--- src/rtl/ssrw_map.svh ---
// Purpose: Timing counts and reset values for the supply supervisor
// Assumes: 10 MHz core_clk, 100 ns period
// Notes:   Times kept in their own unit, cycle counts derived from them
`ifndef SSRW_MAP_SVH
`define SSRW_MAP_SVH

// ************************************************************
// Timing
// ************************************************************
`define SSRW_CLK_HZ            10000000
`define SSRW_DEBOUNCE_MS       40
`define SSRW_STRETCH_MS        140
`define SSRW_WDOG_MS           1600
`define SSRW_DEBOUNCE_CYC      ((`SSRW_DEBOUNCE_MS * (`SSRW_CLK_HZ / 1000)))
`define SSRW_STRETCH_CYC       ((`SSRW_STRETCH_MS * (`SSRW_CLK_HZ / 1000)))
`define SSRW_WDOG_CYC          ((`SSRW_WDOG_MS * (`SSRW_CLK_HZ / 1000)))

// ************************************************************
// Reset values
// ************************************************************
`define SSRW_RST_BACKUP        1'b1
`define SSRW_RST_HIGH          1'b1
`define SSRW_RST_LOW           1'b0
// Synchroniser reset levels: pushbutton bit idles high
`define SSRW_SYNC_RST          9'h010

`endif

--- src/rtl/ssrw_pkg.sv ---
// Purpose: Types for the supply supervisor
// Assumes: Nothing
// Notes:   Counts live in ssrw_map.svh
package ssrw_pkg;

  typedef enum logic [1:0] {
    SSRW_PB_IDLE    = 2'b00,
    SSRW_PB_QUALIFY = 2'b01,
    SSRW_PB_HELD    = 2'b10
  } ssrw_pb_state_t;

endpackage : ssrw_pkg

--- src/rtl/ssrw_supervisor.sv ---
// Purpose: Reset, watchdog, power-fail and RAM chip-enable supervisor logic
// Assumes: Comparator results arrive digitised and asynchronous to core_clk
// Notes:   Analog switches and comparators stay outside; this block steers them
`timescale 1ns/1ns
`include "ssrw_map.svh"

// What this block does
// - Latch backup request as supply falls through reset threshold; use it below battery
// - Stored backup high: turn battery switch on when supply nears battery
// - Stored backup low: battery switch stays off below battery
// - Floating backup request counts as high
// - Battery-on flag low on supply feed, high on battery with backup high
// - Supply-low flag low below threshold or below battery
// - Pushbutton must stay low 40 ms before reset asserts
// - Pushbutton reset lasts 140 ms after the button is released
// - Power-fail output follows the power-fail comparison
// - Below battery the power-fail output is forced low
// - Kick steady beyond timeout drives reset and watchdog-expired low
// - Floating kick disables the watchdog entirely
// - Every kick transition restarts the watchdog count
// - Watchdog-expired returns high on kick transition or supply-low
// - Chip-enable follows input above threshold, forced high below
// - Reset asserts whenever supply is below threshold or battery
// - Reset holds 140 ms after supply returns above threshold
// - Unserviced watchdog gives a 140 ms reset once per timeout
// - Active-high reset is always the inverse of the active-low reset
// - On battery, ignore backup, pushbutton, kick, power-fail and chip-enable inputs
// - Chip-enable forced high below battery as well
module ssrw_supervisor #(
  parameter int unsigned DEBOUNCE_CYC = `SSRW_DEBOUNCE_CYC,
  parameter int unsigned STRETCH_CYC  = `SSRW_STRETCH_CYC,
  parameter int unsigned WDOG_CYC     = `SSRW_WDOG_CYC,
  parameter int unsigned CNT_W        = 25
) (
  input  wire logic core_clk,
  input  wire logic reset_n,
  input  wire logic supply_below_thresh,
  input  wire logic supply_below_batt,
  input  wire logic supply_near_batt,
  input  wire logic pf_cmp_above,
  input  wire logic pushbutton_reset_in_n,
  input  wire logic backup_request,
  input  wire logic backup_request_float,
  input  wire logic watchdog_kick,
  input  wire logic watchdog_kick_float,
  input  wire logic chip_enable_in_n,
  output logic      reset_out_n,
  output logic      reset_out,
  output logic      watchdog_expired_n,
  output logic      power_fail_out_n,
  output logic      supply_low_n,
  output logic      battery_on_flag,
  output logic      battery_switch,
  output logic      main_supply_switch,
  output logic      chip_enable_out_n
);

  // ************************************************************
  // Input synchronisers: three stages, change taken when 2 and 3 agree
  // ************************************************************
  localparam int NSYNC = 9;
  // Reset to idle pin levels so no false press follows reset
  localparam logic [NSYNC-1:0] SYNC_RST = `SSRW_SYNC_RST;
  logic [NSYNC-1:0] raw_in;
  logic [NSYNC-1:0] s1_ff;
  logic [NSYNC-1:0] s2_ff;
  logic [NSYNC-1:0] s3_ff;
  logic [NSYNC-1:0] clean_ff;

  assign raw_in = {supply_below_thresh, supply_below_batt, supply_near_batt,
                   pf_cmp_above, pushbutton_reset_in_n, backup_request,
                   backup_request_float, watchdog_kick, watchdog_kick_float};

  genvar gi;
  generate
    for (gi = 0; gi < NSYNC; gi++) begin : g_sync
      always_ff @(posedge core_clk or negedge reset_n) begin
        if (!reset_n) begin
          s1_ff[gi]    <= SYNC_RST[gi];
          s2_ff[gi]    <= SYNC_RST[gi];
          s3_ff[gi]    <= SYNC_RST[gi];
          clean_ff[gi] <= SYNC_RST[gi];
        end else begin
          s1_ff[gi] <= raw_in[gi];
          s2_ff[gi] <= s1_ff[gi];
          s3_ff[gi] <= s2_ff[gi];
          if (s2_ff[gi] == s3_ff[gi]) begin
            clean_ff[gi] <= s3_ff[gi];
          end
        end
      end
    end
  endgenerate

  wire below_thr   = clean_ff[8];
  wire below_batt  = clean_ff[7];
  wire near_batt   = clean_ff[6];
  wire pf_above    = clean_ff[5];
  wire pb_n        = clean_ff[4];
  wire bk_req      = clean_ff[3];
  wire bk_float    = clean_ff[2];
  wire kick_lvl    = clean_ff[1];
  wire kick_float  = clean_ff[0];

  // Everything but supply sensing is ignored while on battery
  wire on_batt     = below_batt;
  wire supply_bad  = below_thr | below_batt;

  // ************************************************************
  // Backup mode latch
  // ************************************************************
  logic below_thr_d_ff;
  logic backup_mode_ff;
  wire  bk_level    = bk_req | bk_float;
  wire  thr_fall    = below_thr & ~below_thr_d_ff;

  always_ff @(posedge core_clk or negedge reset_n) begin
    if (!reset_n) begin
      below_thr_d_ff <= `SSRW_RST_LOW;
      backup_mode_ff <= `SSRW_RST_BACKUP;
    end else begin
      below_thr_d_ff <= below_thr;
      // Capture only on the falling crossing, before battery takeover
      if (thr_fall && !on_batt) begin
        backup_mode_ff <= bk_level;
      end
    end
  end

  // Switch drive: battery switch on only with stored backup high
  wire nxt_batt_sw  = backup_mode_ff & (near_batt | below_batt);
  wire nxt_main_sw  = ~(near_batt | below_batt);
  wire nxt_battery_on_flag  = backup_mode_ff & below_batt;

  // ************************************************************
  // Pushbutton debounce and qualification
  // ************************************************************
  ssrw_pkg::ssrw_pb_state_t pb_state_ff;
  ssrw_pkg::ssrw_pb_state_t nxt_pb_state;
  logic [CNT_W-1:0]         pb_cnt_ff;
  wire  pb_pressed = ~pb_n & ~on_batt;
  wire  pb_done    = (pb_cnt_ff >= CNT_W'(DEBOUNCE_CYC - 1));

  always_comb begin
    nxt_pb_state = pb_state_ff;
    case (pb_state_ff)
      ssrw_pkg::SSRW_PB_IDLE: begin
        if (pb_pressed) begin
          nxt_pb_state = ssrw_pkg::SSRW_PB_QUALIFY;
        end
      end
      ssrw_pkg::SSRW_PB_QUALIFY: begin
        if (!pb_pressed) begin
          nxt_pb_state = ssrw_pkg::SSRW_PB_IDLE;
        end else if (pb_done) begin
          nxt_pb_state = ssrw_pkg::SSRW_PB_HELD;
        end
      end
      ssrw_pkg::SSRW_PB_HELD: begin
        if (!pb_pressed) begin
          nxt_pb_state = ssrw_pkg::SSRW_PB_IDLE;
        end
      end
      default: nxt_pb_state = ssrw_pkg::SSRW_PB_IDLE;
    endcase
  end

  always_ff @(posedge core_clk or negedge reset_n) begin
    if (!reset_n) begin
      pb_state_ff <= ssrw_pkg::SSRW_PB_IDLE;
      pb_cnt_ff   <= '0;
    end else begin
      pb_state_ff <= nxt_pb_state;
      if (pb_state_ff == ssrw_pkg::SSRW_PB_QUALIFY && pb_pressed) begin
        pb_cnt_ff <= pb_cnt_ff + CNT_W'(1);
      end else begin
        pb_cnt_ff <= '0;
      end
    end
  end

  wire pb_hold = (pb_state_ff == ssrw_pkg::SSRW_PB_HELD);

  // ************************************************************
  // Watchdog
  // ************************************************************
  logic             kick_d_ff;
  logic [CNT_W-1:0] wd_cnt_ff;
  logic             wd_exp_n_ff;
  wire  wd_enable = ~kick_float & ~on_batt;
  wire  kick_edge = (kick_lvl != kick_d_ff) & wd_enable;
  wire  wd_timeout = wd_enable & (wd_cnt_ff >= CNT_W'(WDOG_CYC - 1));

  always_ff @(posedge core_clk or negedge reset_n) begin
    if (!reset_n) begin
      kick_d_ff <= `SSRW_RST_LOW;
      wd_cnt_ff <= '0;
    end else begin
      kick_d_ff <= kick_lvl;
      // Restart also on each timeout so a stuck kick resets once a period
      if (!wd_enable || kick_edge || wd_timeout || supply_bad) begin
        wd_cnt_ff <= '0;
      end else begin
        wd_cnt_ff <= wd_cnt_ff + CNT_W'(1);
      end
    end
  end

  always_ff @(posedge core_clk or negedge reset_n) begin
    if (!reset_n) begin
      wd_exp_n_ff <= `SSRW_RST_HIGH;
    end else if (kick_edge || supply_bad || !wd_enable) begin
      wd_exp_n_ff <= `SSRW_RST_HIGH;
    end else if (wd_timeout) begin
      wd_exp_n_ff <= `SSRW_RST_LOW;
    end
  end

  // ************************************************************
  // Reset pulse generator
  // ************************************************************
  logic [CNT_W-1:0] rst_cnt_ff;
  // Any source reloads the stretch; release only after a full quiet stretch
  wire  rst_src    = supply_bad | pb_hold | wd_timeout;
  wire  rst_live   = rst_src | (rst_cnt_ff != '0);

  always_ff @(posedge core_clk or negedge reset_n) begin
    if (!reset_n) begin
      rst_cnt_ff <= CNT_W'(STRETCH_CYC);
    end else begin
      if (rst_src) begin
        rst_cnt_ff <= CNT_W'(STRETCH_CYC);
      end else if (rst_cnt_ff != '0) begin
        rst_cnt_ff <= rst_cnt_ff - CNT_W'(1);
      end
    end
  end

  // ************************************************************
  // Output registers
  // ************************************************************
  always_ff @(posedge core_clk or negedge reset_n) begin
    if (!reset_n) begin
      reset_out_n        <= `SSRW_RST_LOW;
      reset_out          <= `SSRW_RST_HIGH;
      watchdog_expired_n <= `SSRW_RST_HIGH;
      power_fail_out_n   <= `SSRW_RST_LOW;
      supply_low_n       <= `SSRW_RST_LOW;
      battery_on_flag    <= `SSRW_RST_LOW;
      battery_switch     <= `SSRW_RST_LOW;
      main_supply_switch <= `SSRW_RST_LOW;
      chip_enable_out_n  <= `SSRW_RST_HIGH;
    end else begin
      reset_out_n        <= ~rst_live;
      reset_out          <= rst_live;
      watchdog_expired_n <= wd_exp_n_ff;
      power_fail_out_n   <= pf_above & ~on_batt;
      supply_low_n       <= ~supply_bad;
      battery_on_flag    <= nxt_battery_on_flag;
      battery_switch     <= nxt_batt_sw;
      main_supply_switch <= nxt_main_sw;
      // Chip-enable input is a same-domain gate; delay kept to one cycle
      chip_enable_out_n  <= supply_bad | chip_enable_in_n;
    end
  end

endmodule : ssrw_supervisor

--- config.mk ---
export PLATFORM = sky130hd
export DESIGN_NAME = ssrw_supervisor
export DESIGN_NICKNAME = d
export VERILOG_FILES = /design/src/rtl/ssrw_pkg.sv /design/src/rtl/ssrw_supervisor.sv
export VERILOG_INCLUDE_DIRS = /design/src /design/src/rtl
export SDC_FILE = /design/constraint.sdc
export NUM_CORES = 1
export LEC_CHECK = 0
export ABC_AREA = 1
export ABC_CLOCK_PERIOD_IN_PS = 1850
export CAP_MARGIN = 20
export CORE_UTILIZATION = 43
export DETAILED_ROUTE_END_ITERATION = 8
export DONT_BUFFER_PORTS = 1
export GPL_TIMING_DRIVEN = 0
export MAX_ROUTING_LAYER = met4
export SYNTH_ARGS = -nofsm -noshare
export SYNTH_HDL_FRONTEND = slang
export SYNTH_SLANG_ARGS = --single-unit
--- constraint.sdc ---
create_clock -name core_clk -period 1.85 [get_ports core_clk]
set_input_delay 0.185 -clock core_clk [delete_from_list [all_inputs] [get_ports core_clk]]
set_output_delay 0.185 -clock core_clk [all_outputs]
set_load 0.1 [all_outputs]
==> Word level (Yosys, flattened, before mapping) <==
Index checks and enable logic that the tools add are counted.
{ "totals": {"ram_bits": 0, "ff_bits": 126, "inputBits": 12, "latchBits": 0, "output_inout_bits": 9, "mem_count": 0, "romBits": 0} }
{ "classes": {"n_shift": 0, "eq_ne": 15, "n_reduce_logical": 14, "bitwise_logic": 22, "mux": 11, "div": 0, "addsub": 3, "magnitude_cmp": 2, "mul": 0} }
{ "ops": {"columns": ["op", "n"], "rows": [
  ["two-way mux 25 bit", 4],
  ["adder 25 x 1 -> 25 bit, second input constant", 2],
  [">= comparator 25 x 19 -> 1 bit, second input constant", 1],
  [">= comparator 25 x 24 -> 1 bit, second input constant", 1],
  ["nonzero test 25 bit", 1],
  ["subtractor 25 x 1 -> 25 bit, second input constant", 1],
  ["== test 1 bit", 9],
  ["AND 1 bit", 8],
  ["two-way mux 2 bit", 4],
  ["NOT 1 bit", 7],
  ["OR 1 bit", 7],
  ["case mux 2 bit (3 select lines)", 1],
  ["logical OR 1 bit", 5],
  ["!= test 2 bit, second input constant", 2],
  ["nonzero test 2 bit", 2],
  ["!= test 3 bit, second input constant", 1],
  ["AND reduction 3 bit", 1],
  ["== test 2 x 1 -> 1 bit, second input constant", 1],
  ["== test 2 bit, second input constant", 1],
  ["logical AND 1 bit", 2],
  ["zero test 1 bit", 2],
  ["zero test 2 bit", 1],
  ["two-way mux 1 bit", 2],
  ["!= test 1 bit", 1]
]} }

==> Longest topological paths before layout <==
{ "depth": {"depth_word": 7, "depth_mapped": 12} }

==> Worst setup path after synthesis <==
OpenSTA, ideal clock, no wires.
{ "synth_path": {"path_kind": "flip-flop to flip-flop", "from": "reg rst_cnt_ff[0]", "to": "reg rst_cnt_ff[17]", "t_required_ns": 1.735, "slack_ns": 0.248, "setup_ns": 0.115, "synth_period_minus_slack_ns": 1.602, "stages_incl_launch_ff": 13, "arrival_time_ns": 1.487, "n_path_buf": 1, "cell_sequence": "dfrtp_1 inv_1 ha_1 inv_1 nor2_2 nand2_1 nor2_1 nand3_2 buf_2 nand3_1 nand2_1 nand2_1 nor2_1"} }
{ "synth_between": {"elab_chain_len": 3} }
{ "synth_lines": {"columns": ["item", "line", "rtl"], "rows": [
  ["start, declared", "ssrw_supervisor.sv:222", "logic [CNT_W-1:0] rst_cnt_ff;"],
  ["start signal, assigned", "ssrw_supervisor.sv:229", "rst_cnt_ff <= CNT_W'(STRETCH_CYC);"],
  ["start signal, assigned", "ssrw_supervisor.sv:232", "rst_cnt_ff <= CNT_W'(STRETCH_CYC);"],
  ["start signal, assigned", "ssrw_supervisor.sv:234", "rst_cnt_ff <= rst_cnt_ff - CNT_W'(1);"],
  ["subtractor 25 x 1 -> 25 bit", "ssrw_supervisor.sv:234", null],
  ["two-way mux 25 bit", "ssrw_supervisor.sv:233", "end else if (rst_cnt_ff != '0) begin"],
  ["two-way mux 25 bit", "ssrw_supervisor.sv:231", "if (rst_src) begin"]
]} }
Several ways; a longest one is shown, not always the timed one. The select of a mux whose other input is x is not followed.
A chain may end at the register's enable or synchronous reset.

==> Worst setup path in the final report <==
{ "layout_path": {"from": "reg wd_cnt_ff[0]", "to": "reg wd_cnt_ff[2]"} }
{ "layout_between": {"elab_chain_len": 5} }
{ "layout_lines": {"columns": ["item", "line", "rtl"], "rows": [
  ["start, declared", "ssrw_supervisor.sv:188", "logic [CNT_W-1:0] wd_cnt_ff;"],
  ["start signal, assigned", "ssrw_supervisor.sv:204", "wd_cnt_ff <= wd_cnt_ff + CNT_W'(1);"],
  [">= comparator 25 x 24 -> 1 bit", "ssrw_supervisor.sv:192", "wire wd_timeout = wd_enable & (wd_cnt_ff >= CNT_W'(WDOG_CYC - 1));"],
  ["AND 1 bit", "ssrw_supervisor.sv:192", null],
  ["logical OR 1 bit (2 in a row)", "ssrw_supervisor.sv:201", "if (!wd_enable || kick_edge || wd_timeout || supply_bad) begin"],
  ["two-way mux 25 bit (*)", "ssrw_supervisor.sv:201", null]
]} }
Mark *: on every way between the ends. The rest lies on a longest branch, timed or not.

==> impl_metrics.tcl <==
set metrics [dict create \
    rows 42 \
    cp_max_fo 10 \
    fin_hold_ws_ns -0.540 \
    power_density_nw_per_um2 961 \
    portBuffers 0 \
    finalSetupViolCount 0 \
    netlist.area_leader.share_pct 45.5 \
    route.vias.total 4517 \
    final_core_util_pct 53.2 \
    post_dp_cell_area_sq_um 6160 \
    viasPerCell 4.90 \
    yosysSeqAreaShare_pct 53.4 \
    skew_ns 0.00707 \
    ctsHoldBuffers 10 \
    synth_area_leader_cell "dfrtp_1" \
    dieWidth_microns 120 \
    fin_nets 748 \
    routed_wl_mm 11.5 \
    leakage_nw 3.08 \
    initial_core_util_pct 44.5 \
    hp-class "input port to async pin" \
    ys_warn_count 0 \
    first_iter_violations 250 \
    slew_viol_final 0 \
    routed.top_layer "met4" \
    crit_path_end_kind "register" \
    worstMarginPinSlew_ns 0.874 \
    synthCells 693 \
    antenna_found_initial 0 \
    grt_pass1_wl_mm 19.7 \
    layout-drive-gt1-share_pct 16.4 \
    regArea_sq_um 3180 \
    fp.dieH_microns 120 \
    gr-total-overflow 0 \
    tns_ns 0 \
    maxCapViolCount 0 \
    route.met2.wl_mm 5.49 \
    cts.clk_slew.worst_paths_ns 0.06 \
    hpwlAfterDp_mm 7.80 \
    placedCellCount 869 \
    status "complete, but fails checks" \
    routedLengthMet1_mm 5.46 \
    detail_route.wl_per_cell_microns 12.5 \
    num_antenna_cells 0 \
    worstSetupPathType "register to register" \
    htree_num_levels 4 \
    grt_max_degree 127 \
    dieArea_sq_um 14300 \
    syn_area_sq_um 5940 \
    avgSynthCellArea_sq_um 8.58 \
    insertion_delay_ns 0.42 \
    clock_path_buffers 2 \
    synth_top_flop_cell "dfrtp_1" \
    drc_errors 0 \
    cts_tree "yes" \
    multi_input_area_sq_um 2550 \
    min_period_over_period_pct 95.3 \
    violations "negative hold slack" \
    netlist_top_cells_count "153 x nand2_1, 121 x nor2_1, 108 x dfrtp_1" \
    ys_types 41 \
    place_congestion 0.884 \
    fillers 1241 \
    period_needed_ns 1.76 \
    grt_use_total_pct 18.1 \
    synthArstFlopShare_pct 100 \
    area_delta_synth_final_pct 19.5 \
    wl_met3_microns 483 \
    cts.root.buffer_cell "clkbuf_16" \
    drtPass1Iterations 4 \
    stdcell_area_sq_um 7100 \
    max_clock_freq_mhz 567 \
    hold_violations 126 \
    peakVddDrop_mv 0.660 \
    core-area_sq_um 13300 \
    synth.most_common_cell "nand2_1" \
    detail-route-antenna-nets 0 \
    grt_pass1_vias 4378 \
    max-slew-margin-rel_pct 41.8 \
    yosys-top-cells-area "dfrtp_1 45%, nand2_1 9.7%, dfstp_2 8.0%, nor2_1 7.6%, inv_1 5.1%" \
    r2r_slack_ns 0.09 \
    stdcell_count 922 \
    start_kind "register" \
    ioPinCount 21 \
    cts_sinks 126 \
    cp.required_ns 2.15 \
    syn-num-nets 708 \
    synth-edff-count 0 \
    ys_seq_elements 126 \
    cts_buffers 17 \
    arrival_ns 2.07 \
]
[where the power goes]
| part | internal (W) | switching (W) | leakage, nW |
|---|---|---|---|
| clock | 0.00193 | 0.00133 | 0.284 |
| combinational | 0.000174 | 0.000286 | 1.19 |
| sequential | 0.00289 | 0.000215 | 1.61 |
| total | 0.00499 | 0.00183 | 3.08 |
[cell usage in the layout, fill, tap and decap left out, types with 9 or more instances in the layout]
cell and count:
nand2_1 151, nor2_1 116, dfrtp_1 108, inv_1 79, nand3_1 47, xor2_1 19
dfstp_2 18, nor2_2 17, clkbuf_16 17, nand4_1 16, a21oi_1 15, nor3_1 14
o21ai_0 12, nor2_4 10, dlygate4sd3_1 10, buf_4 10, maj3_1 9
[metrics by stage]
step / setup WS [ns] / power [W]
global route: -0.0133 / 0.00711
finish: 0.0877 / 0.00682
global placement: -0.0236 / 0.00352
CTS: 0.00463 / 0.00686
floorplan: 0.248 / 0.00343
detailed placement: -0.0549 / 0.00354
[worst max-delay path, cell delays in order, from the launching register on]
cell and delay [ns]:
dfrtp_1 0.40, ha_4 0.16, nand2_1 0.07, nor2_2 0.11
nand2_2 0.10, nor2_4 0.17, nand3_2 0.10, nand3_4 0.14
nand2_8 0.09, nand2_8 0.13, buf_8 0.14, nor2_1 0.05
[final cells by class]
cell class	count	share of cell area [%]
Buffer	8	1.18
Clock buffer	18	6.19
Clock inverter	14	2.04
Inverter	82	4.34
Multi-Input combinational cell	477	35.9
Sequential cell	126	44.7
Tap cell	176	3.10
Timing Repair Buffer	21	2.54
[registers in the layout (all words and copies together) (netlist names), 2 cells and up]
signal / count
pb_cnt_ff: 25
rst_cnt_ff: 25
wd_cnt_ff: 25
s1_ff: 9
s2_ff: 9
s3_ff: 9
pb_state_ff: 2
[final timing paths]
check,from,end,cells past startpoint
setup reg to reg,wd_cnt_ff[0]$_DFF_PN0_,wd_cnt_ff[2]$_DFF_PN0_,11
setup / recovery,wd_cnt_ff[0]$_DFF_PN0_,wd_cnt_ff[2]$_DFF_PN0_,11
hold / removal,reset_n,wd_cnt_ff[4]$_DFF_PN0_,0
hold reg to reg,s1_ff[7]$_DFF_PN0_,s2_ff[7]$_DFF_PN0_,0
min in group core_clk,pushbutton_reset_in_n,s1_ff[4]$_DFF_PN1_,1
max in group asynchronous,reset_n,backup_mode_ff$_DFFE_PN1P_,0
[kinds of logic (layout without fill, tap and decap cells)]
group                    Yosys count  after routing  synth area share [%]
XOR/XNOR                          25             25                  3.68
AO/OA/AOI/OAI                     41             41                  4.08
buffers and inverters             90            143                  6.48
adder cells (fa/ha/maj)           12             12                  2.15
other                              1              1                0.0631
AND/OR/NAND/NOR                  398            398                  30.1
flip-flops                       126            126                  53.4
[routing by layer]
metal / vias to the layer above / track usage, %
li1: 2271 / -
met1: 2142 / 22.1
met2: 95 / 28.3
met3: 9 / 4.56
met4: 0 / 8.05
met5: - / -
[repair_timing]
item                                    CTS  global route
endpoints found under the setup margin   22            51
setup buffers                             2             8
pin swaps                                 0             6
gates resized for setup                   6            29
cloned                                    0             1
hold endpoints to repair                136           126
Note: power is estimated with default switching activity, not from simulation.
